**src/hdl/clk_ctrl_pkg.sv**
```systemverilog
// Constants for the clock control, converter divider and reset request block
package clk_ctrl_pkg;

    localparam logic [7:0] PLL_LOW_ADDR   = 8'hF4;
    localparam logic [7:0] PLL_HIGH_ADDR  = 8'hF5;
    localparam logic [7:0] CONV_DIV_ADDR  = 8'hF6;
    localparam logic [7:0] RST_REQ_ADDR   = 8'hF7;

    localparam int PLL_HI_LSB      = 0;
    localparam int LOCK_BIT        = 4;
    localparam int STATUS_LSB      = 5;
    localparam int RST_REQ_BIT     = 0;

    localparam logic [7:0] PLL_LOW_RESET  = 8'h00;
    localparam logic [1:0] PLL_HIGH_RESET = 2'h0;
    localparam logic [6:0] CONV_DIV_RESET = 7'h03;
    localparam logic       RST_REQ_RESET  = 1'b0;

    localparam int MOD_RATIO = 64;

    localparam logic [4:0] SEL_OSC     = 5'h17;
    localparam logic [4:0] SEL_WR_HALF = 5'h19;
    localparam logic [4:0] SEL_T0_HALF = 5'h1B;
    localparam logic [4:0] SEL_T1_HALF = 5'h1D;
    localparam logic [4:0] SEL_MOD_HALF = 5'h1F;

    typedef enum logic [2:0] {
        MODE_RSVD0   = 3'b000,
        MODE_RSVD1   = 3'b001,
        MODE_RSVD2   = 3'b010,
        MODE_EXT     = 3'b011,
        MODE_PLL_HF  = 3'b100,
        MODE_PLL_LF  = 3'b101,
        MODE_INT_HF  = 3'b110,
        MODE_INT_LF  = 3'b111
    } clock_mode_t;

endpackage : clk_ctrl_pkg

```
**src/hdl/event_halver.sv**
```systemverilog
// Toggle stage that halves an event stream with a 50% duty cycle
`timescale 1ns/1ns
module event_halver (
    input  wire logic mclk_in,
    input  wire logic rstn_in,
    input  wire logic event_in,
    output logic      half_out
);
    logic half_r;
    logic half_nxt;

    always_comb begin
        half_nxt = half_r ^ event_in;
    end

    always_ff @(posedge mclk_in or negedge rstn_in) begin
        if (!rstn_in) begin
            half_r <= 1'b0;
        end else begin
            half_r <= half_nxt;
        end
    end

    assign half_out = half_r;
endmodule : event_halver

```
**src/hdl/tick_divider.sv**
```systemverilog
// Reloading down counter that pulses once every value plus one cycles
`timescale 1ns/1ns
module tick_divider #(
    parameter int WIDTH = 7
) (
    input  wire logic             mclk_in,
    input  wire logic             rstn_in,
    input  wire logic             step_in,
    input  wire logic [WIDTH-1:0] ratio_in,
    output logic                  tick_out
);
    logic [WIDTH-1:0] count_r;
    logic [WIDTH-1:0] count_nxt;
    logic             tick_r;
    logic             tick_nxt;

    always_comb begin
        count_nxt = count_r;
        tick_nxt  = 1'b0;
        if (step_in) begin
            // Ratio changes take effect at the next reload
            if (count_r == '0) begin
                count_nxt = ratio_in;
                tick_nxt  = 1'b1;
            end else begin
                count_nxt = count_r - 1'b1;
            end
        end
    end

    always_ff @(posedge mclk_in or negedge rstn_in) begin
        if (!rstn_in) begin
            count_r <= '0;
            tick_r  <= 1'b0;
        end else begin
            count_r <= count_nxt;
            tick_r  <= tick_nxt;
        end
    end

    assign tick_out = tick_r;
endmodule : tick_divider

```
**src/hdl/clk_ctrl.sv**
```systemverilog
// Clock output select, PLL multiplier, lock status, converter clock, reset req
`timescale 1ns/1ns
module clk_ctrl (
    input  wire logic       mclk_in,
    input  wire logic       rstn_in,
    input  wire logic [7:0] addr_in,
    input  wire logic [7:0] wdata_in,
    input  wire logic       wr_in,
    input  wire logic       rd_in,
    output logic [7:0]      rdata_out,
    input  wire logic [2:0] clock_mode_in,
    input  wire logic [4:0] clkout_sel_in,
    input  wire logic       mem_wr_strobe_in,
    input  wire logic       t0_ovf_in,
    input  wire logic       t1_ovf_in,
    input  wire logic       osc_level_in,
    input  wire logic       pll_locked_in,
    output logic            clkout_out,
    output logic [9:0]      pll_multiplier_out,
    output logic            lock_detect_en_out,
    output logic            conv_clk_tick_out,
    output logic            mod_clk_tick_out,
    output logic            sys_reset_req_out
);
    logic [7:0] pll_low_r;
    logic [7:0] pll_low_nxt;
    logic [1:0] pll_high_r;
    logic [1:0] pll_high_nxt;
    logic       lock_en_r;
    logic       lock_en_nxt;
    logic [6:0] conv_div_r;
    logic [6:0] conv_div_nxt;
    logic       rst_req_r;
    logic       rst_req_nxt;
    logic       sys_rst_r;
    logic       sys_rst_nxt;
    logic [7:0] rdata_r;
    logic [7:0] rdata_nxt;
    logic [2:0] osc_sync_r;
    logic [2:0] lock_sync_r;
    logic       osc_r;
    logic       osc_nxt;
    logic       locked_r;
    logic       locked_nxt;
    logic [5:0] mod_cnt_r;
    logic [5:0] mod_cnt_nxt;
    logic       mod_tick_r;
    logic       mod_tick_nxt;
    logic       clkout_r;
    logic       clkout_nxt;
    logic       conv_tick;
    logic [3:0] half_src;
    logic [3:0] half_clk;

    function automatic logic is_pll_mode(input logic [2:0] mode);
        return (mode == clk_ctrl_pkg::MODE_PLL_HF) ||
               (mode == clk_ctrl_pkg::MODE_PLL_LF);
    endfunction : is_pll_mode

    // Register writes
    always_comb begin
        pll_low_nxt  = pll_low_r;
        pll_high_nxt = pll_high_r;
        lock_en_nxt  = lock_en_r;
        conv_div_nxt = conv_div_r;
        rst_req_nxt  = rst_req_r;
        if (wr_in) begin
            case (addr_in)
                clk_ctrl_pkg::PLL_LOW_ADDR: begin
                    pll_low_nxt = wdata_in;
                end
                clk_ctrl_pkg::PLL_HIGH_ADDR: begin
                    pll_high_nxt = wdata_in[clk_ctrl_pkg::PLL_HI_LSB +: 2];
                    // Write of zero leaves detection as it is
                    if (wdata_in[clk_ctrl_pkg::LOCK_BIT]) begin
                        lock_en_nxt = 1'b1;
                    end
                end
                clk_ctrl_pkg::CONV_DIV_ADDR: begin
                    conv_div_nxt = wdata_in[6:0];
                end
                clk_ctrl_pkg::RST_REQ_ADDR: begin
                    rst_req_nxt = wdata_in[clk_ctrl_pkg::RST_REQ_BIT];
                end
                default: begin
                end
            endcase
        end
        // Fires once on the stored bit falling, never on a held one
        sys_rst_nxt = rst_req_r & ~rst_req_nxt;
    end

    always_ff @(posedge mclk_in or negedge rstn_in) begin
        if (!rstn_in) begin
            pll_low_r  <= clk_ctrl_pkg::PLL_LOW_RESET;
            pll_high_r <= clk_ctrl_pkg::PLL_HIGH_RESET;
            lock_en_r  <= 1'b0;
            conv_div_r <= clk_ctrl_pkg::CONV_DIV_RESET;
            rst_req_r  <= clk_ctrl_pkg::RST_REQ_RESET;
            sys_rst_r  <= 1'b0;
        end else begin
            pll_low_r  <= pll_low_nxt;
            pll_high_r <= pll_high_nxt;
            lock_en_r  <= lock_en_nxt;
            conv_div_r <= conv_div_nxt;
            rst_req_r  <= rst_req_nxt;
            sys_rst_r  <= sys_rst_nxt;
        end
    end

    // Pin synchronisers: a change counts once stages two and three agree
    always_comb begin
        osc_nxt = osc_r;
        if (osc_sync_r[1] == osc_sync_r[2]) begin
            osc_nxt = osc_sync_r[2];
        end
        locked_nxt = locked_r;
        if (lock_sync_r[1] == lock_sync_r[2]) begin
            locked_nxt = lock_sync_r[2];
        end
    end

    always_ff @(posedge mclk_in or negedge rstn_in) begin
        if (!rstn_in) begin
            osc_sync_r  <= 3'h0;
            lock_sync_r <= 3'h0;
            osc_r       <= 1'b0;
            locked_r    <= 1'b0;
        end else begin
            osc_sync_r  <= {osc_sync_r[1:0], osc_level_in};
            lock_sync_r <= {lock_sync_r[1:0], pll_locked_in};
            osc_r       <= osc_nxt;
            locked_r    <= locked_nxt;
        end
    end

    // Converter clock: counts the system clock, itself already divided
    // down from the oscillator ahead of this block
    tick_divider #(
        .WIDTH (7)
    ) u_conv_div (
        .mclk_in  (mclk_in),
        .rstn_in  (rstn_in),
        .step_in  (1'b1),
        .ratio_in (conv_div_r),
        .tick_out (conv_tick)
    );

    // Modulator clock is the converter clock over a fixed ratio
    always_comb begin
        mod_cnt_nxt  = mod_cnt_r;
        mod_tick_nxt = 1'b0;
        if (conv_tick) begin
            if (mod_cnt_r == 6'(clk_ctrl_pkg::MOD_RATIO - 1)) begin
                mod_cnt_nxt  = 6'h0;
                mod_tick_nxt = 1'b1;
            end else begin
                mod_cnt_nxt = mod_cnt_r + 6'h1;
            end
        end
    end

    always_ff @(posedge mclk_in or negedge rstn_in) begin
        if (!rstn_in) begin
            mod_cnt_r  <= 6'h0;
            mod_tick_r <= 1'b0;
        end else begin
            mod_cnt_r  <= mod_cnt_nxt;
            mod_tick_r <= mod_tick_nxt;
        end
    end

    assign half_src = {mod_tick_r, t1_ovf_in, t0_ovf_in, mem_wr_strobe_in};

    genvar gi;
    generate
        for (gi = 0; gi < 4; gi++) begin : g_half
            event_halver u_half (
                .mclk_in  (mclk_in),
                .rstn_in  (rstn_in),
                .event_in (half_src[gi]),
                .half_out (half_clk[gi])
            );
        end
    endgenerate

    // Lower select codes belong to other logic and leave the pin low here
    always_comb begin
        case (clkout_sel_in)
            clk_ctrl_pkg::SEL_OSC:      clkout_nxt = osc_r;
            clk_ctrl_pkg::SEL_WR_HALF:  clkout_nxt = half_clk[0];
            clk_ctrl_pkg::SEL_T0_HALF:  clkout_nxt = half_clk[1];
            clk_ctrl_pkg::SEL_T1_HALF:  clkout_nxt = half_clk[2];
            clk_ctrl_pkg::SEL_MOD_HALF: clkout_nxt = half_clk[3];
            default:                    clkout_nxt = 1'b0;
        endcase
    end

    // Register reads, data valid in the following cycle only
    always_comb begin
        rdata_nxt = 8'h00;
        if (rd_in) begin
            case (addr_in)
                clk_ctrl_pkg::PLL_LOW_ADDR: begin
                    rdata_nxt = pll_low_r;
                end
                clk_ctrl_pkg::PLL_HIGH_ADDR: begin
                    rdata_nxt[clk_ctrl_pkg::STATUS_LSB +: 3] =
                        clock_mode_in;
                    // Lock only counts when the PLL is the running clock
                    rdata_nxt[clk_ctrl_pkg::LOCK_BIT] = lock_en_r &
                        locked_r & is_pll_mode(clock_mode_in);
                    rdata_nxt[clk_ctrl_pkg::PLL_HI_LSB +: 2] = pll_high_r;
                end
                clk_ctrl_pkg::CONV_DIV_ADDR: begin
                    rdata_nxt = {1'b0, conv_div_r};
                end
                clk_ctrl_pkg::RST_REQ_ADDR: begin
                    rdata_nxt = {7'h00, rst_req_r};
                end
                default: begin
                    rdata_nxt = 8'h00;
                end
            endcase
        end
    end

    always_ff @(posedge mclk_in or negedge rstn_in) begin
        if (!rstn_in) begin
            rdata_r  <= 8'h00;
            clkout_r <= 1'b0;
        end else begin
            rdata_r  <= rdata_nxt;
            clkout_r <= clkout_nxt;
        end
    end

    assign rdata_out          = rdata_r;
    assign clkout_out         = clkout_r;
    assign pll_multiplier_out = {pll_high_r, pll_low_r};
    assign lock_detect_en_out = lock_en_r;
    assign conv_clk_tick_out  = conv_tick;
    assign mod_clk_tick_out   = mod_tick_r;
    assign sys_reset_req_out  = sys_rst_r;
endmodule : clk_ctrl

```
**config.mk**
```make
export PLATFORM = sky130hd
export DESIGN_NAME = clk_ctrl
export DESIGN_NICKNAME = d
export VERILOG_FILES = /design/src/hdl/clk_ctrl_pkg.sv /design/src/hdl/event_halver.sv /design/src/hdl/tick_divider.sv /design/src/hdl/clk_ctrl.sv
export SDC_FILE = /design/constraint.sdc
export NUM_CORES = 1
export LEC_CHECK = 0
export BUFFER_PORTS_ARGS = -buffer_cell sky130_fd_sc_hd__buf_4
export CAP_MARGIN = 20
export CORE_MARGIN = 10
export CORE_UTILIZATION = 58
export CTS_CLUSTER_DIAMETER = 120
export CTS_CLUSTER_SIZE = 10
export DETAILED_ROUTE_END_ITERATION = 10
export PLACE_DENSITY = 0.85
export SLEW_MARGIN = 15
export SYNTH_ARGS = -nofsm -noshare
export SYNTH_HDL_FRONTEND = slang
export SYNTH_HIERARCHICAL = 1
export SYNTH_SLANG_ARGS = --single-unit
```
**constraint.sdc**
```tcl
create_clock -name mclk_in -period 4.7 [get_ports mclk_in]
set_input_delay 0.235 -clock mclk_in [delete_from_list [all_inputs] [get_ports mclk_in]]
set_output_delay 0.235 -clock mclk_in [all_outputs]
set_load 0.02 [all_outputs]
```
==> key figures, run 1 <==
Worst setup path
  – Max stage delay on crit path: 0.64 ns
  – Worst path slowest cell: or4b_1
  – Crit end category: flip-flop
  – Data required, critical path: 4.93 ns
  – Critical path's most frequent cell: or4b_1
  – CP arrival: 2.39 ns
  – Crit start category: flip-flop
  – Worst R2R Start: u_conv_div/count_r[0]
  – Critical Path, Cell by Cell: inv_1 > ha_1 > or4b_1 > or4b_1 > a31oi_1
  – CP Launch Point: u_conv_div/count_r[0]
  – CP Class: flip-flop to flip-flop
  – Worst Path Max Fanout: 10

Route
  – DR pass1 iterations: 4
  – Routed wire length: 5170 um
  – Antenna Violating Nets Remaining: 0
  – Vias after detailed routing: 1695
  – DRC: 0
  – Wire per inst: 17.3 um
  – DRC marker count from the first detailed-route iteration: 100
  – Vias per cell: 5.69

GRT
  – Number of global-route vias before repair: 1771
  – Pin count of the biggest net entering global routing: 57
  – First-pass GRT wire length: 8760 um
  – Gr ovfl total: 0
  – Antenna violations before repair: 0
  – Tot GR Track Use: 14.6%

CTS
  – CTS Buffer Depth: 2
  – Root Driver: clkbuf_8
  – Setup repair bufs after CTS: 0
  – Hold-fix buffers, CTS: 1
  – TritonCTS clock tree: yes
  – Clk_lat worst skew: 0.31 ns
  – Clock slew at reported path FFs: 0.10 ns
  – H-tree Lvls: 2
  – Post-cts repair resize count: 0
  – Sink Count: 56
  – CTS Buf Count: 5

Timing
  – Period Utilization, post-route: 46.0%
  – Slew HR: 56.2%
  – Final setup violation count: 0
  – Slew Limit Fails: 0
  – Maximum clock frequency: 463 MHz
  – Clk_skew: 0.00769 ns
  – Worst Tran Pin Value: 0.657 ns
  – Setup TNS Final: 0 ns
  – Hold Fails Final Rpt: 0
  – Fin crit period: 2.16 ns
  – RSZ-0062 raised after global routing: no
  – Final Hold Slack: 0.0243 ns

Die
  – Row Count: 23
  – Die height: 85.9 um
  – Initial core utilization: 61.3%
  – Die area: 7390 sq um
  – Core Box Area: 4120 sq um
  – IO Count: 56
  – Chip width: 85.9 um

Synth
  – Post-synthesis mux area share: 15.2%
  – Synth cell count leaders: dfrtp_1 (54), mux2_2 (17), nor2_1 (11), nand2_1 (9), mux2_4 (7)
  – Synth top area share: 53.6%
  – Post-synthesis simple-gate area fraction: 14.1%
  – Warnings, synthesis: 6
  – Synth area leaders: dfrtp_1 (54%), mux2_2 (7.6%), mux2_4 (4.2%), mux2i_1 (2.4%), dfstp_2 (2.1%)
  – Area leader, netlist: dfrtp_1
  – Synth Register Bits: 56
  – Compound-Gate Fraction of Synth Area: 6.10%
  – Primary FF master, synth: dfrtp_1
  – Syn_area_per_cell: 13.1 sq um
  – Post-Synth XOR/XNOR Area: 2.78%
  – Synth Area in Adders: 2.28%
  – Net Count, Synth: 228
  – Asr flop ratio synth: 100%
  – Netlist Area Pre-Place: 2520 sq um
  – Top-count cell post-synth: dfrtp_1
  – Syn Inst Count: 192
  – Post-synth EDFFs: 0
  – Largest family of logic cells by synthesized area: multiplexers
  – Netlist cell types: 49
  – Post-synthesis sequential area ratio: 55.7%

Place
  – Placed Cells: 290
  – Port Buffer Count: 55
  – Placer Congestion: 0.776
  – Post-DP HPWL: 3790 um

Final layout
  – Fill cell count: 280
  – Register area: 1400 sq um
  – Final Net Count: 284
  – Number of diodes: 0
  – Share of cells above drive strength 1: 39.9%
  – Layout Cells excl Fill: 298
  – Multi-input combinational cell area: 1020 sq um
  – Area grow syn2layout: 21.3%

Power
  – Static leakage: 1.47 nW
  – Max VDD drop: 0.201 mV
  – Power density over cell area: 385 nW/um^2

Hold path
  – Worst hold path type: primary input to flip-flop
  – Hold path start: osc_level_in

Run status
  – Status: finished clean

Job
  – Max-cap violations: 0
## per-layer routing
layer | GRT usage, % | vias to the layer above | part of all wire [%]
li1 | - | 808 | -
met5 | 0 | - | 0
met4 | 4.34 | 0 | 1.1
met3 | 5.20 | 8 | 7.3
met2 | 23.7 | 53 | 47
met1 | 17.7 | 826 | 44
## critical path: cells and delay by family (launching register included)
family	cells	cell delay, ns
AND/OR/NAND/NOR	2	1.19
adder cells (fa/ha/maj)	1	0.21
flip-flops	1	0.43
AO/OA/AOI/OAI	1	0.16
buffers and inverters	1	0.09
## sequential cells by signal, summed over array words and instances, names as in the netlist
name,count
clkout_out,1
conv_div_r,7
g_half.u_half/half_out,4
lock_detect_en_out,1
lock_sync_r,3
locked_r,1
mod_clk_tick_out,1
mod_cnt_r,6
osc_r,1
osc_sync_r,3
pll_high_r,2
pll_low_r,8
rdata_out,8
rst_req_r,1
sys_reset_req_out,1
u_conv_div/count_r,7
u_conv_div/tick_out,1
## power by group
part / total [mW] / switching (mW) / internal, mW
sequential: 0.611 / 0.0647 / 0.546
clock: 0.358 / 0.148 / 0.210
combinational: 0.209 / 0.0989 / 0.110
## path summary, 6_finish.rpt
kind / end / slack (ns) / depth (start not counted)
max: u_conv_div/count_r[1] / 2.54 / 5
min: osc_sync_r[0] / 0.02 / 1
max reg2reg: u_conv_div/count_r[1] / 2.54 / 5
min reg2reg: lock_sync_r[1] / 0.35 / 0
max in group asynchronous: pll_high_r[0] / 3.76 / 2
min in group asynchronous: mod_cnt_r[1] / 0.50 / 2
## final cells by class
type | instances | area share (%)
clock buffers | 5 | 2.25
multi-input cells | 124 | 33.4
clock inverters | 2 | 1.96
inverters | 5 | 0.613
well taps | 50 | 2.04
flip-flops and latches | 56 | 45.9
repair buffers | 56 | 13.8
## cells by family (layout without fill, tap and decap cells)
group,after synthesis,after routing
XOR/XNOR,8,8
AND/OR/NAND/NOR,57,57
flip-flops,56,56
other,1,1
AO/OA/AOI/OAI,22,22
adder cells (fa/ha/maj),5,5
buffers and inverters,12,68
multiplexers,31,31
## layout by cell type (no fill, tap or decap), types with 2 or more instances in the layout
cell and instances:
dfrtp_1 54, buf_4 55, o31ai_1 4, nor2b_1 2, a211oi_1 2, or4b_1 3, nand3b_1 2, a31oi_1 2
nor4_1 3, nand2b_1 2, xor2_1 5, mux2_2 17, mux2_4 7, bufinv_16 2, dfstp_2 2, inv_1 5
mux2i_1 6, nand4_1 4, o21ai_0 3, clkbuf_8 5, a21oi_1 4, maj3_1 2, xnor2_1 3, ha_1 3
nand3_1 3, nor3_1 6, nand2_1 9, nor2_1 11
## metrics by stage
| step | power [mW] | util, % | worst slack (ns) | instance area [sq um] |
|---|---|---|---|---|
| finish | 1.18 | 74.4 | 2.54 | 3060 |
| global route | 1.24 | 74.4 | 2.43 | 3060 |
| CTS | 1.19 | 74.4 | 2.54 | 3060 |
| detailed placement | 0.828 | 71.0 | 2.56 | 2920 |
| global placement | 0.819 | 71.0 | 2.61 | 2920 |
| floorplan | 0.770 | - | 2.72 | 2520 |
Power figures use the tool's default switching activity.
==> run 2, diff against run 1 <==
--- a/config.mk
+++ b/config.mk
@@ -8,11 +8,11 @@
 export BUFFER_PORTS_ARGS = -buffer_cell sky130_fd_sc_hd__buf_4
 export CAP_MARGIN = 20
 export CORE_MARGIN = 10
-export CORE_UTILIZATION = 58
+export CORE_UTILIZATION = 48
 export CTS_CLUSTER_DIAMETER = 120
 export CTS_CLUSTER_SIZE = 10
 export DETAILED_ROUTE_END_ITERATION = 10
-export PLACE_DENSITY = 0.85
+export PLACE_DENSITY = 0.75
 export SLEW_MARGIN = 15
 export SYNTH_ARGS = -nofsm -noshare
 export SYNTH_HDL_FRONTEND = slang
==> constraint.sdc (replaced) <==
create_clock -name mclk_in -period 1.7 [get_ports mclk_in]
set_input_delay 0.085 -clock mclk_in [delete_from_list [all_inputs] [get_ports mclk_in]]
set_output_delay 0.085 -clock mclk_in [all_outputs]
set_load 0.02 [all_outputs]
==> run 2 against run 1 <==
Against the previous run: the flow now finishes with violations (setup timing); routed wire length increased by 5.7%; critical path depth unchanged; design area increased by 6.3%; sequential power increased to 2.7 times the previous value; first-iteration DRC count increased by 20%; non-clock buffer count increased by 18; clock-buffer cell count increased by 1; global-route usage decreased by 1.1 points; die area increased by 16%; worst setup slack got worse by 2.6 ns; via count increased by 3.2%; total power increased to 2.7 times the previous value; critical path type unchanged.
==> key figures, run 2 (synthesized netlist as in run 1, its figures left out) <==
Run status
  – Status: finished with violations
  – Failing checks: setup timing

Timing
  – Hold Fails Final Rpt: 0 (unchanged)
  – Clk_skew: 0.00526 ns (-0.00242 ns)
  – Post-route setup slack: -0.0622 ns (-2.60 ns)
  – Fin crit period: 1.76 ns (-0.398 ns)
  – Slew Limit Fails: 0 (unchanged)
  – Period Utilization, post-route: 104% (+58 points)
  – Worst Tran Pin Value: 0.680 ns (+0.0232 ns)
  – Slew HR: 54.7% (-1.5 points)
  – Final Hold Slack: 0.0124 ns (-0.0118 ns)
  – RSZ-0062 raised after global routing: yes
  – Maximum clock frequency: 567 MHz (+23%)
  – Final setup violation count: 1 (+1)

Final layout
  – Most frequent cells in the layout: buf_4 (63), dfrtp_1 (54), mux2_2 (17)
  – Share of cells above drive strength 1: 43.6% (+3.7 points)
  – Area grow syn2layout: 29.0%
  – Layout Cells excl Fill: 336 (+13%)
  – Most common cell after layout, fill and taps aside: buf_4
  – Finished Core Util: 63.7% (-11 points)
  – Final Net Count: 302 (+6.3%)
  – Number of diodes: 0 (unchanged)

Place
  – Placer Congestion: 0.813 (+4.8%)
  – Placed Cells: 318 (+9.7%)
  – Port Buffer Count: 55 (unchanged)
  – Post-DP HPWL: 3990 um (+5.3%)
  – Worst slack, placed: -0.0868 ns (-2.65 ns)

Route
  – DRC: 0 (unchanged)
  – Antenna Violating Nets Remaining: 0 (unchanged)
  – DR pass1 iterations: 4 (unchanged)
  – Vias after detailed routing: 1749 (+3.2%)
  – Wire per inst: 16.3 um (-6.2%)
  – Vias per cell: 5.21 (-8.5%)
  – Routed wire length: 5460 um (+5.7%)
  – DRC marker count from the first detailed-route iteration: 120 (+20%)

GRT
  – Antenna violations before repair: 0 (unchanged)
  – Number of global-route vias before repair: 1984 (+12%)
  – First-pass GRT wire length: 9490 um (+8.3%)
  – Tot GR Track Use: 13.5% (-1.1 points)
  – Pin count of the biggest net entering global routing: 57 (unchanged)
  – Gr ovfl total: 0 (unchanged)

Worst setup path
  – Worst Path Max Fanout: 3 (-7)
  – CP Class: flip-flop to flip-flop
  – Crit start category: flip-flop
  – Crit end category: flip-flop
  – Worst r2r path cells: 5 (unchanged)
  – CP arrival: 1.99 ns (-0.40 ns)
  – Data required, critical path: 1.93 ns (-3.00 ns)

CTS
  – H-tree Lvls: 2 (unchanged)
  – CTS Buf Count: 5 (unchanged)
  – Clk_lat worst skew: 0.30 ns (about the same)
  – TritonCTS clock tree: yes
  – Clock slew at reported path FFs: 0.09 ns (about the same)
  – Sink Count: 56 (unchanged)
  – Root Driver: clkbuf_8
  – CTS Buffer Depth: 2 (unchanged)

Hold path
  – Hold Path Cell Cnt: 2 (+1)
  – Worst hold path type: primary input to flip-flop

Power
  – Power density over cell area: 992 nW/um^2 (+160%)
  – Static leakage: 1.54 nW (+4.7%)
  – Max VDD drop: 0.548 mV (+170%)
  – Final Power: 3.23 mW (+170%)

Die
  – Chip width: 92.5 um (+7.6%)
  – IO Count: 56 (unchanged)
  – Core Box Area: 5110 sq um (+24%)
  – Row Count: 26 (+13%)
  – Initial core utilization: 49.4% (-12 points)
  – Die height: 92.5 um (+7.6%)
  – Die area: 8550 sq um (+16%)

Job
  – Max-cap violations: 0 (unchanged)
-- run 2: metal layers --
layer	vias up	GRT usage, %	part of all wire, %
met5	-	0	0
met2	56	22.1	48
met3	4	5.57	7.7
li1	836	-	-
met4	0	3.47	0.55
met1	853	16.0	44
-- run 2: area by class of cell --
type / instances / area [sq um]
fillers: 431 / 1850
multi-input cells: 124 / 1070
well taps: 70 / 87.6
clock inverters: 1 / 8.76
clock buffers: 6 / 82.6
flip-flops and latches: 56 / 1400
repair buffers: 74 / 584
inverters: 5 / 18.8
-- run 2: what timing repair did --
item	CTS	global route
gates resized for setup	7	2
setup endpoints to repair	4	4
hold buffers	10	0
pin swaps	0	1
hold endpoints to repair	62	0
setup buffers	1	0
-- run 2: report_power, final --
part           internal (mW)  total [mW]  switching (mW)
registers               1.51        1.66           0.146
clock network          0.326       0.737           0.411
logic                  0.440       0.835           0.395
total                   2.28        3.23           0.952
-- run 2: worst max-delay path, stage by stage, from the launching register on --
cell and delay [ns]:
dfrtp_1 0.41, inv_2 0.08, ha_4 0.13, or4b_4 0.47, or4b_1 0.47, a31oi_1 0.13
-- run 2: path summary, 6_finish.rpt --
kind	slack, ns	from	to
worst max-delay path	-0.06	u_conv_div/count_r[0]	u_conv_div/count_r[1]
worst min-delay path	0.01	wdata_in[2]	conv_div_r[2]
min in group asynchronous	0.35	rstn_in	mod_cnt_r[4]
max in group asynchronous	0.89	rstn_in	u_conv_div/count_r[0]
worst min register to register	0.36	lock_sync_r[0]	lock_sync_r[1]
worst max register to register	-0.06	u_conv_div/count_r[0]	u_conv_div/count_r[1]
-- run 2: metrics by stage --
stage | instance area (sq um) | TNS (ns)
CTS | 3250 | -0.0691
global placement | 3010 | -0.0443
detailed placement | 3010 | -0.174
finish | 3250 | -0.0622
floorplan | 2530 | -0.271
global route | 3250 | -0.169
